**config.mk**
```make
export PLATFORM = sky130hd
export DESIGN_NAME = sdbc_top
export DESIGN_NICKNAME = d
export VERILOG_FILES = /design/src/sdbc_pkg.sv /design/src/sdbc_top.sv
export SDC_FILE = /design/constraint.sdc
export NUM_CORES = 1
export LEC_CHECK = 0
export ABC_CLOCK_PERIOD_IN_PS = 5600
export BUFFER_PORTS_ARGS = -buffer_cell sky130_fd_sc_hd__buf_2
export CAP_MARGIN = 20
export CORE_MARGIN = 3
export CORE_UTILIZATION = 45
export DETAILED_ROUTE_END_ITERATION = 8
export MAX_ROUTING_LAYER = met4
export PLACE_DENSITY = 0.66
export SKIP_CTS_REPAIR_TIMING = 1
export SLEW_MARGIN = 25
export SYNTH_ARGS = -nofsm -noshare
export SYNTH_HDL_FRONTEND = slang
export SYNTH_SLANG_ARGS = --single-unit
```
**constraint.sdc**
```tcl
create_clock -name clk_sys_i -period 5.6 [get_ports clk_sys_i]
set_input_delay 0.84 -clock clk_sys_i [delete_from_list [all_inputs] [get_ports clk_sys_i]]
set_output_delay 0.84 -clock clk_sys_i [all_outputs]
set_load 0.01 [all_outputs]
```
**src/sdbc_pkg.sv**
```systemverilog
/*
 * Shared types and constants of the switch-dimming buck controller:
 * timing figures with their derived cycle counts, dimming levels,
 * the switching state encoding and the packed state of the top module.
 * Assumes one 50 MHz clock and comparator levels from the analog front.
 */
// What this block does
// - Four brightness levels: 100%, 50%, 25% and 12.5% PWM duty.
// - Line off for 7 ms up to one second and back steps one level along sweep.
// - Fresh sequence starts at 100%; first qualified cycle steps downward.
// - Reaching top or bottom level reverses the sweep direction.
// - Line off over one second restarts at 100% heading downward.
// - Brightness set by about 1 kHz PWM from internal timebase.
// - Line presence sensed on the line-sense pin; a fall is switch-off.
// - Current sense above the 440 mV short comparator enters hiccup.
// - Hiccup stretches the off-time to about 750 us.
// - Current sense ignored during blanking at each switch-on.
// - Regulation-ended on-time never shorter than 760 ns; a short ends it earlier.
// - Constant off-time from resistor setting; on-time ends on regulation.
package sdbc_pkg;

   ////////////////////////////////////////////////////////////////////////
   // Clock and timing figures
   localparam int unsigned CLK_HZ = 50_000_000;
   localparam int unsigned CLK_NS = 20;
   localparam int unsigned T_LEB_NS = 110;
   localparam int unsigned T_MIN_ON_NS = 760;
   localparam int unsigned T_HICCUP_US = 750;
   localparam int unsigned F_PWM_HZ = 1000;
   localparam int unsigned T_QUAL_MS = 7;
   localparam int unsigned T_RESET_MS = 1000;

   // Derived cycle counts; least times round up
   localparam int unsigned LEB_CYC = (T_LEB_NS + CLK_NS - 1) / CLK_NS;
   localparam int unsigned MIN_ON_CYC =
      (T_MIN_ON_NS + CLK_NS - 1) / CLK_NS;
   localparam int unsigned HICCUP_CYC = T_HICCUP_US * (CLK_HZ / 1_000_000);
   localparam int unsigned PWM_CYC = CLK_HZ / F_PWM_HZ;
   localparam int unsigned QUAL_CYC = T_QUAL_MS * (CLK_HZ / 1000);
   localparam int unsigned RESET_CYC = T_RESET_MS * (CLK_HZ / 1000);

   ////////////////////////////////////////////////////////////////////////
   // Dimming levels: index 0 is full, each step halves the duty
   localparam logic [1:0] LVL_FULL = 2'h0;
   localparam logic [1:0] LVL_LOW = 2'h3;
   localparam logic [1:0] LVL_STEP = 2'h1;

   // Off-time setting width in bits; the setting counts clock cycles
   localparam int unsigned OFF_W = 10;

   ////////////////////////////////////////////////////////////////////////
   // Switching states
   typedef enum logic [3:0] {
      ST_IDLE = 4'h1,
      ST_BLANK = 4'h2,
      ST_ON = 4'h4,
      ST_OFF = 4'h8
   } sdbc_sw_state_t;

   // Comparator and line-sense levels from the analog front
   typedef struct packed {
      logic line;
      logic cs_reg;
      logic cs_short;
   } sdbc_sense_t;

   // Dimming and protection status toward the pins
   typedef struct packed {
      logic [1:0] level;
      logic dir_down;
      logic pwm;
      logic hiccup;
   } sdbc_status_t;

   // Whole state of the top module
   typedef struct packed {
      sdbc_sense_t s1;
      sdbc_sense_t s2;
      logic line_prev;
      logic [25:0] lost_cnt;
      logic [15:0] pwm_cnt;
      sdbc_sw_state_t sw;
      logic [15:0] sw_cnt;
      logic gate;
      sdbc_status_t st;
   } sdbc_state_t;

   localparam sdbc_state_t STATE_RST = '{
      s1: '0, s2: '0, line_prev: 1'b0, lost_cnt: 26'h0,
      pwm_cnt: 16'h0, sw: ST_IDLE, sw_cnt: 16'h0, gate: 1'b0,
      st: '{level: LVL_FULL, dir_down: 1'b1, pwm: 1'b0, hiccup: 1'b0}
   };

endpackage

```
**src/sdbc_top.sv**
```systemverilog
/*
 * Digital core of the switch-dimming buck controller: power-cycle
 * dimming sequencer, 1 kHz dimming PWM and constant off-time switching
 * with blanking, minimum on-time and hiccup protection.
 * Assumes asynchronous comparator levels on sense_i and an off-time
 * setting in clock cycles from on-chip logic of the same clock.
 */
module sdbc_top #(
   parameter int unsigned PWM_CYC_P = sdbc_pkg::PWM_CYC,
   parameter int unsigned HICCUP_CYC_P = sdbc_pkg::HICCUP_CYC,
   parameter int unsigned QUAL_CYC_P = sdbc_pkg::QUAL_CYC,
   parameter int unsigned RESET_CYC_P = sdbc_pkg::RESET_CYC
) (
   // Clock and reset
   input wire logic clk_sys_i,
   input wire logic reset_n_i,
   // Analog front levels
   input wire sdbc_pkg::sdbc_sense_t sense_i,
   input wire logic [sdbc_pkg::OFF_W-1:0] off_time_resistor_pin_i,
   // Drive and status
   output logic gate_o,
   output sdbc_pkg::sdbc_status_t status_o
);
   import sdbc_pkg::*;

   sdbc_state_t q;
   sdbc_state_t next_q;
   logic run;
   logic line_rise;
   logic [15:0] off_load;
   logic [15:0] glen;
   logic [15:0] hlen;

   ////////////////////////////////////////////////////////////////////////
   // Next-state logic
   always_comb begin
      next_q = q;
      // Two-stage synchroniser on comparator levels
      next_q.s1 = sense_i;
      next_q.s2 = q.s1;
      next_q.line_prev = q.s2.line;
      run = q.st.pwm && q.s2.line;
      line_rise = q.s2.line && !q.line_prev;

      // Time the line stays lost, saturating past the reset time
      if (!q.s2.line) begin
         if (32'(q.lost_cnt) <= RESET_CYC_P) begin
            next_q.lost_cnt = q.lost_cnt + 26'h1;
         end
      end else begin
         next_q.lost_cnt = 26'h0;
      end

      // Dimming sequencer on line return
      if (line_rise) begin
         if (32'(q.lost_cnt) > RESET_CYC_P) begin
            next_q.st.level = LVL_FULL;
            next_q.st.dir_down = 1'b1;
         end else if (32'(q.lost_cnt) >= QUAL_CYC_P) begin
            if (q.st.dir_down) begin
               next_q.st.level = q.st.level + LVL_STEP;
               if (q.st.level + LVL_STEP == LVL_LOW) begin
                  next_q.st.dir_down = 1'b0;
               end
            end else begin
               next_q.st.level = q.st.level - LVL_STEP;
               if (q.st.level - LVL_STEP == LVL_FULL) begin
                  next_q.st.dir_down = 1'b1;
               end
            end
         end
      end

      // Dimming PWM: period fixed, high time halves per level
      if (32'(q.pwm_cnt) >= PWM_CYC_P - 1) begin
         next_q.pwm_cnt = 16'h0;
      end else begin
         next_q.pwm_cnt = q.pwm_cnt + 16'h1;
      end
      next_q.st.pwm = 32'(q.pwm_cnt) < (PWM_CYC_P >> q.st.level);

      // Off-time load from the resistor setting, at least one cycle
      if (off_time_resistor_pin_i == '0) begin
         off_load = 16'h0;
      end else begin
         off_load = 16'(off_time_resistor_pin_i - OFF_W'(1));
      end

      // Switching cycle control
      case (q.sw)
         ST_IDLE: begin
            if (run) begin
               next_q.sw = ST_BLANK;
               next_q.sw_cnt = 16'h0;
            end
         end
         ST_BLANK: begin
            next_q.sw_cnt = q.sw_cnt + 16'h1;
            if (!run) begin
               next_q.sw = ST_IDLE;
            end else if (32'(q.sw_cnt) >= LEB_CYC - 1) begin
               next_q.sw = ST_ON;
            end
         end
         ST_ON: begin
            next_q.sw_cnt = q.sw_cnt + 16'h1;
            if (!run) begin
               next_q.sw = ST_IDLE;
            end else if (q.s2.cs_short) begin
               next_q.sw = ST_OFF;
               next_q.st.hiccup = 1'b1;
               next_q.sw_cnt = 16'(HICCUP_CYC_P - 1);
            end else if (q.s2.cs_reg &&
                         32'(q.sw_cnt) >= MIN_ON_CYC - 1) begin
               next_q.sw = ST_OFF;
               next_q.sw_cnt = off_load;
            end
         end
         ST_OFF: begin
            next_q.sw_cnt = q.sw_cnt - 16'h1;
            if (q.sw_cnt == 16'h0) begin
               next_q.st.hiccup = 1'b0;
               next_q.sw_cnt = 16'h0;
               next_q.sw = run ? ST_BLANK : ST_IDLE;
            end
         end
         default: begin
            next_q.sw = ST_IDLE;
            next_q.sw_cnt = 16'h0;
         end
      endcase
      next_q.gate = (next_q.sw == ST_BLANK) || (next_q.sw == ST_ON);
   end

   // State register
   always_ff @(posedge clk_sys_i or negedge reset_n_i) begin
      if (!reset_n_i) begin
         q <= STATE_RST;
      end else begin
         q <= next_q;
      end
   end

   // Outputs straight from the state register
   assign gate_o = q.gate;
   assign status_o = q.st;

   ////////////////////////////////////////////////////////////////////////
   // Checking helpers: length of gate-high and hiccup runs
   always_ff @(posedge clk_sys_i or negedge reset_n_i) begin
      if (!reset_n_i) begin
         glen <= 16'h0;
         hlen <= 16'h0;
      end else begin
         // Saturate so a very long pulse cannot wrap to a short count
         if (!q.gate) begin
            glen <= 16'h0;
         end else if (glen != 16'hFFFF) begin
            glen <= glen + 16'h1;
         end
         hlen <= q.st.hiccup ? hlen + 16'h1 : 16'h0;
      end
   end

   // Gate low in the cycle after any cycle with the dimming PWM low
   a_gate_pwm_low: assert property (
      @(posedge clk_sys_i) disable iff (!reset_n_i)
      !status_o.pwm |=> !gate_o)
      else $error("gate high during PWM low phase");

   // Short during blanking has no effect
   a_blank_ignore: assert property (
      @(posedge clk_sys_i) disable iff (!reset_n_i)
      (q.sw == ST_BLANK) |=> !$rose(status_o.hiccup))
      else $error("hiccup entered during blanking");

   // Short after blanking trips hiccup next cycle
   a_short_trip: assert property (
      @(posedge clk_sys_i) disable iff (!reset_n_i)
      (q.sw == ST_ON && q.s2.cs_short && run)
      |=> status_o.hiccup && !gate_o)
      else $error("short did not enter hiccup");

   // Hiccup off-time spans the full hiccup count
   a_hiccup_len: assert property (
      @(posedge clk_sys_i) disable iff (!reset_n_i)
      $fell(status_o.hiccup) |-> 32'($past(hlen)) == HICCUP_CYC_P - 1)
      else $error("hiccup off-time wrong length");

   // Regulation-ended pulses last at least the minimum on-time
   a_min_on: assert property (
      @(posedge clk_sys_i) disable iff (!reset_n_i)
      $fell(gate_o) && !status_o.hiccup && $past(run)
      |-> 32'($past(glen)) >= MIN_ON_CYC - 1)
      else $error("on-time below minimum");

   // Long loss restarts at full heading down
   a_long_restart: assert property (
      @(posedge clk_sys_i) disable iff (!reset_n_i)
      line_rise && 32'(q.lost_cnt) > RESET_CYC_P
      |=> status_o.level == LVL_FULL && status_o.dir_down)
      else $error("long loss did not restart sequence");

   // Short loss from full level steps down one
   a_first_step: assert property (
      @(posedge clk_sys_i) disable iff (!reset_n_i)
      line_rise && status_o.level == LVL_FULL &&
      32'(q.lost_cnt) >= QUAL_CYC_P && 32'(q.lost_cnt) <= RESET_CYC_P
      |=> status_o.level == LVL_STEP)
      else $error("first power cycle did not step down");

   // Reaching the lowest level turns the sweep upward
   a_sweep_reverse: assert property (
      @(posedge clk_sys_i) disable iff (!reset_n_i)
      $changed(status_o.level) && status_o.level == LVL_LOW
      |-> !status_o.dir_down)
      else $error("sweep did not reverse at bottom");

   // Full level keeps the PWM high
   a_full_duty: assert property (
      @(posedge clk_sys_i) disable iff (!reset_n_i)
      status_o.level == LVL_FULL ##1 status_o.level == LVL_FULL
      |-> status_o.pwm)
      else $error("PWM low at full level");

endmodule

```
==> impl_metrics.tcl, run 1 <==
set metrics [dict create \
    outcome "completed" \
    max-clock-path-buffers 2 \
    synthArstFlopShare_pct 100 \
    worstSetupEndpointType "flip-flop" \
    syn_area_sq_um 5090 \
    cts.sinks 75 \
    die_w_um 112 \
    yosys_warnings 0 \
    htreeDepth 3 \
    initial_utilization_pct 46.5 \
    worst_pin_slew_ns 1.13 \
    min_period_ns 2.94 \
    dp.cells 732 \
    nNetsFinal 643 \
    yosysSeqAreaShare_pct 36.9 \
    netlist_instances 599 \
    cp_common_cell "o21ai_0" \
    fin_setup_tns_ns 0 \
    ys_ff_latch 75 \
    hold_class "flip-flop to flip-flop" \
    cts.clk_slew.worst_paths_ns 0.06 \
    die_y_um 112 \
    place_area_sq_um 5270 \
    power_mw 1.36 \
    port_buffers 20 \
    core_area_sq_um 10900 \
    synth_area_per_cell_sq_um 8.50 \
    grt_pass1_wl_um 21200 \
    insertion_delay_ns 0.34 \
    yosys-top-cells-area "dfrtp_1 36%, ha_1 6.1%, xnor2_1 5.7%" \
    clock_skew_ns 0.00902 \
    synth-compound-area-share_pct 19.3 \
    drt-total-wl_um 12300 \
    synth_fa_ha_area_share_pct 6.15 \
    finalInstanceArea_sq_um 5570 \
    synth_top_area_share_pct 35.9 \
    grt_pass1_vias 4397 \
    firstDrtPassIters 5 \
    cts_tree "built" \
    drt_iter0_drc 468 \
    drcViolationCount 0 \
    cp_max_fo 17 \
    synth_mux_area_share_pct 0.836 \
    crit_chain "inv_1, ha_1, nor4b_1, nand4_1, nand2_1, o21ai_0, a221oi_1, o21ai_0" \
    relSlewSlack_pct 23.8 \
    cellLeakagePower_nw 2.34 \
    synth_top_family_by_area "simple AND/OR/NAND/NOR gates" \
    hpwlAfterDp_um 8630 \
    post-route-period-util_pct 52.6 \
    cp.arrival_ns 3.15 \
    postLayoutCoreUtil_pct 50.9 \
    ir_drop_mv 0.161 \
    diodes 0 \
    cp_slowest_cell "nand2_1" \
    power_density_nw_per_um2 244 \
    rsz0062_at_grt "no" \
    grt_max_degree 76 \
    vias 4513 \
    grt_usage_pct 21.0 \
    rows 38 \
    dieArea_sq_um 12600 \
    synth-simple-area-share_pct 24.5 \
    drv_cap 0 \
    io_pins 21 \
    gr-total-overflow 0 \
    antenna_found_initial 0 \
    globalplace.congestion 0.927 \
    mappedNetlistNets 639 \
    clk_root_buffer_cell "clkbuf_16" \
    synth-main-ff-cell "dfrtp_1" \
    fin_cells 747 \
    wl_per_cell_um 16.5 \
    synth_xor_xnor_area_share_pct 7.92 \
    hold_viol_final 0 \
    drive_gt1_share_pct 8.07 \
    worstPathRequired_ns 5.80 \
    synthToLayoutAreaGrowth_pct 9.39 \
    synth_top_area_cell "dfrtp_1" \
    slowest_delay_ns 0.54 \
    crit_type "flip-flop to flip-flop" \
    antenna_left 0 \
    finalSetupViolCount 0 \
    maxSlewViolCount 0 \
    final_cell_mix "73 x dfrtp_1, 67 x nor2_1, 52 x nand2_1, 41 x a21oi_1, 33 x xnor2_1" \
    max_freq_ghz 0.340 \
    synth_edf_count 0 \
    worst_setup_path_start_kind "flip-flop" \
    final_common_cell "dfrtp_1" \
    synth_cell_types 61 \
    vias_per_cell 6.04 \
    cts_made_buffers 9 \
]
## where the power goes
part           internal [mW]  total, mW  switching, mW
clock network          0.367      0.591          0.224
registers              0.555      0.578         0.0228
logic                 0.0667      0.191          0.125
total                  0.988       1.36          0.371
## layer usage
metal	vias to the layer above	share of wire [%]	track usage, %
met5	-	0	-
met4	0	2.6	9.38
met3	26	5.6	4.53
met2	149	47	32.4
met1	2159	45	26.7
li1	2179	-	-
## final timing paths
| check | end | from | slack, ns | cells past startpoint |
|---|---|---|---|---|
| setup / recovery | q[12] | q[6] | 2.66 | 8 |
| hold / removal | q[70] | next_q[70] | 0.34 | 0 |
| setup reg to reg | q[12] | q[6] | 2.66 | 8 |
| hold reg to reg | q[70] | next_q[70] | 0.34 | 0 |
| max in group asynchronous | q[51] | reset_n_i | 4.60 | 1 |
| min in group asynchronous | q[9] | reset_n_i | 0.49 | 1 |
## synthesized netlist by cell type (all sizes together), types with 3 or more instances
library cell / number
o211ai: 4
and2: 8
clkbuf: 25
a2111oi: 5
nor2b: 4
nand4b: 3
nor4: 12
nor4b: 4
a31oi: 4
o21ai: 30
and3: 8
o31ai: 3
o22ai: 3
a211o: 4
nor3b: 3
nand3: 32
a21oi: 41
a22oi: 3
nor3: 17
buf: 6
nand2: 52
or4: 3
dfrtp: 73
xnor2: 33
inv: 23
or3: 8
o21a: 6
a221oi: 8
a21o: 8
a211oi: 9
nand2b: 9
ha: 25
nand4: 17
nor2: 67
xor2: 13
## logic make-up after synthesis
| group | count (synthesis) |
|---|---|
| fa+ha+maj | 25 |
| simple gates | 251 |
| flops | 75 |
| xor+xnor | 46 |
| compound gates | 144 |
| mux | 4 |
| buf+inv | 54 |
## per-stage QoR
| stage | setup slack, ns | hold slack [ns] |
|---|---|---|
| 2_1_floorplan | 3.12 | 0.331 |
| 3_3_place_gp | 2.84 | 0.337 |
| 3_5_place_dp | 2.76 | 0.336 |
| 4_1_cts | 2.73 | 0.344 |
| 5_1_grt | 2.32 | 0.349 |
| 6_report | 2.66 | 0.337 |
## cell type report
| class | count | area (sq um) |
|---|---|---|
| Multi-Input combinational cell | 470 | 2990 |
| Tap cell | 140 | 175 |
| Sequential cell | 75 | 1880 |
| Inverter | 23 | 86.3 |
| Fill cell | 1046 | 5370 |
| Timing Repair Buffer | 24 | 136 |
| Clock buffer | 13 | 260 |
| Clock inverter | 2 | 35.0 |
## critical path, delay by kind of cell, from the launching register on
family	cells	cell delay (ns)
AO/OA/AOI/OAI	3	0.65
adder cells (fa/ha/maj)	1	0.26
buffers and inverters	1	0.11
flip-flops	1	0.50
AND/OR/NAND/NOR	3	1.28
## sequential cells by signal (all words and copies together), names as in the netlist
name / cells
gate_o: 1
status_o: 5
q: 65
next_q: 4
Note: power is estimated with default switching activity, not from simulation.
==> run 2, diff against run 1 <==
ABC_CLOCK_PERIOD_IN_PS = 2500   (was 5600)
PLACE_DENSITY = 0.69   (was 0.66)
clock period = 2.5 ns   (was 5.6 ns; I/O delays follow)
==> run 2 against run 1 <==
Net effect: register-to-register slack worse by 2.6 ns; flip-flop and latch count did not move; clock power rose by 140%; core utilization up 3.0 points; worst hold slack lost 0.33 ns; cell count rose by 5.0%; global-route usage grew 0.77 points; sequential share of layout area is 1.9 points lower; critical path depth is 2 lower; final area up 5.8%; highest routed layer unchanged.
==> impl_metrics.tcl, run 2 (same netlist as run 1, synthesis figures left out) <==
set metrics [dict create \
    dp.cells 768 \
    worst_pin_slew_ns 0.584 \
    worst_setup_path_start_kind "flip-flop" \
    cts_tree "built" \
    outcome "completed" \
    wl_per_cell_um 16.6 \
    die_w_um 112 \
    power_density_nw_per_um2 549 \
    grt_max_degree 40 \
    drcViolationCount 0 \
    largest-register "q" \
    rsz0062_at_grt "no" \
    cp_max_fo 2 \
    cts.clk_slew.worst_paths_ns 0.06 \
    gr-total-overflow 0 \
    fin_cells 784 \
    grt_pass1_wl_um 21800 \
    globalplace.congestion 0.919 \
    largest_reg_flops 65 \
    worstSetupEndpointType "flip-flop" \
    maxSlewViolCount 0 \
    firstDrtPassIters 5 \
    drt_iter0_drc 395 \
    antenna_left 0 \
    final_cell_mix "73 x dfrtp_1, 67 x nor2_1, 52 x nand2_1, 41 x a21oi_1, 40 x buf_4" \
    p_seq_share_pct 39.1 \
    hold_viol_final 0 \
    io_pins 21 \
    die_y_um 112 \
    p_sw_share_pct 27.8 \
    vias 4702 \
    drv_cap 0 \
    dieArea_sq_um 12600 \
    grt_usage_pct 21.8 \
    p_sw_mw 0.901 \
    fill_cells 1006 \
    htreeDepth 3 \
    rows 38 \
    pwr-share-comb_pct 16.8 \
    crit_type "flip-flop to flip-flop" \
    core_area_sq_um 10900 \
    hold_class "input pin to asynchronous set/reset pin" \
    vias_per_cell 6.00 \
    drt-total-wl_um 13000 \
    min_period_ns 2.42 \
    grt_pass1_vias 4574 \
    initial_utilization_pct 46.5 \
    post-route-period-util_pct 96.9 \
    port_buffers 20 \
    hpwlAfterDp_um 9360 \
    regArea_sq_um 1880 \
    drive_gt1_share_pct 14.1 \
    p_int_mw 2.33 \
    place_area_sq_um 5540 \
    finalSetupViolCount 0 \
    nNetsFinal 679 \
    postLayoutCoreUtil_pct 53.9 \
    cellLeakagePower_nw 2.55 \
    cts_made_buffers 9 \
    rr_worst_depth 6 \
    clk_root_buffer_cell "clkbuf_16" \
    max-clock-path-buffers 2 \
    insertion_delay_ns 0.35 \
    finalInstanceArea_sq_um 5890 \
    p_clk_share_pct 44.1 \
    fin_setup_tns_ns 0 \
    final_common_cell "dfrtp_1" \
    antenna_found_initial 0 \
    diodes 0 \
    relSlewSlack_pct 60.9 \
    cts.sinks 75 \
    cp.arrival_ns 2.65 \
    max_freq_ghz 0.413 \
    ir_drop_mv 0.422 \
    synthToLayoutAreaGrowth_pct 15.8 \
    worstPathRequired_ns 2.73 \
    clock_skew_ns 0.00844 \
    multi_input_comb_area_sq_um 3010 \
]
[run 2: cell count changes in the layout (fill, tap and decap cells not counted), sizes merged]
| cell | before | now |
|---|---|---|
| buf | 24 | 60 |
| bufinv | 1 | 2 |
| clkbuf | 13 | 9 |
| clkinv | 1 | 2 |
| clkinvlp | 0 | 1 |
| inv | 23 | 25 |
[run 2: path summary, 6_finish.rpt]
| path | from | end | slack [ns] |
|---|---|---|---|
| setup / recovery | q[53] | q[59] | 0.08 |
| max in group asynchronous | reset_n_i | status_o[2] | 1.84 |
| min in group clk_sys_i | sense_i[0] | next_q[69] | 0.13 |
| hold reg to reg | next_q[69] | q[69] | 0.35 |
| setup reg to reg | q[53] | q[59] | 0.08 |
| hold / removal | reset_n_i | q[8] | 0.006 |
[run 2: power groups by stage]
| stage | Sequential, mW | Clock (mW) | Combinational (mW) |
|---|---|---|---|
| after global routing | 1.27 | 1.51 | 0.593 |
| after detailed placement | 1.29 | 0 | 0.529 |
| after CTS | 1.26 | 1.46 | 0.532 |
| after floorplan | 1.29 | 0 | 0.311 |
| after global placement | 1.29 | 0 | 0.513 |
| final | 1.27 | 1.43 | 0.542 |
[run 2: cell type report]
class,instances,area share (%)
Clock buffer,9,3.82
Clock inverter,7,1.68
Inverter,23,1.47
Multi-Input combinational cell,470,51.1
Sequential cell,75,31.9
Tap cell,140,2.97
Timing Repair Buffer,60,7.05
[run 2: critical path, stage by stage (launching register included)]
cell and delay, ns:
dfrtp_1 0.37, or4_4 0.55, o311ai_4 0.26, a31oi_4 0.11, and2_4 0.17, or4b_4 0.53
mux2_4 0.31
[run 2: layer usage]
| metal | up-vias | share of wire, % | track usage [%] |
|---|---|---|---|
| li1 | 2265 | - | - |
| met5 | - | 0 | - |
| met3 | 37 | 4.8 | 3.07 |
| met2 | 158 | 48 | 34.2 |
| met4 | 0 | 3.4 | 11.9 |
| met1 | 2242 | 44 | 27.3 |
[run 2: per-stage QoR]
stage / power [mW] / hold slack (ns) / worst slack [ns]
after floorplan: 1.60 / 0.0794 / 0.0173
after CTS: 3.26 / 0.0312 / 0.0659
after detailed placement: 1.82 / 0.336 / 0.0744
after global routing: 3.37 / 0.0480 / 0.0111
final: 3.24 / 0.00624 / 0.0786
after global placement: 1.80 / 0.335 / 0.107
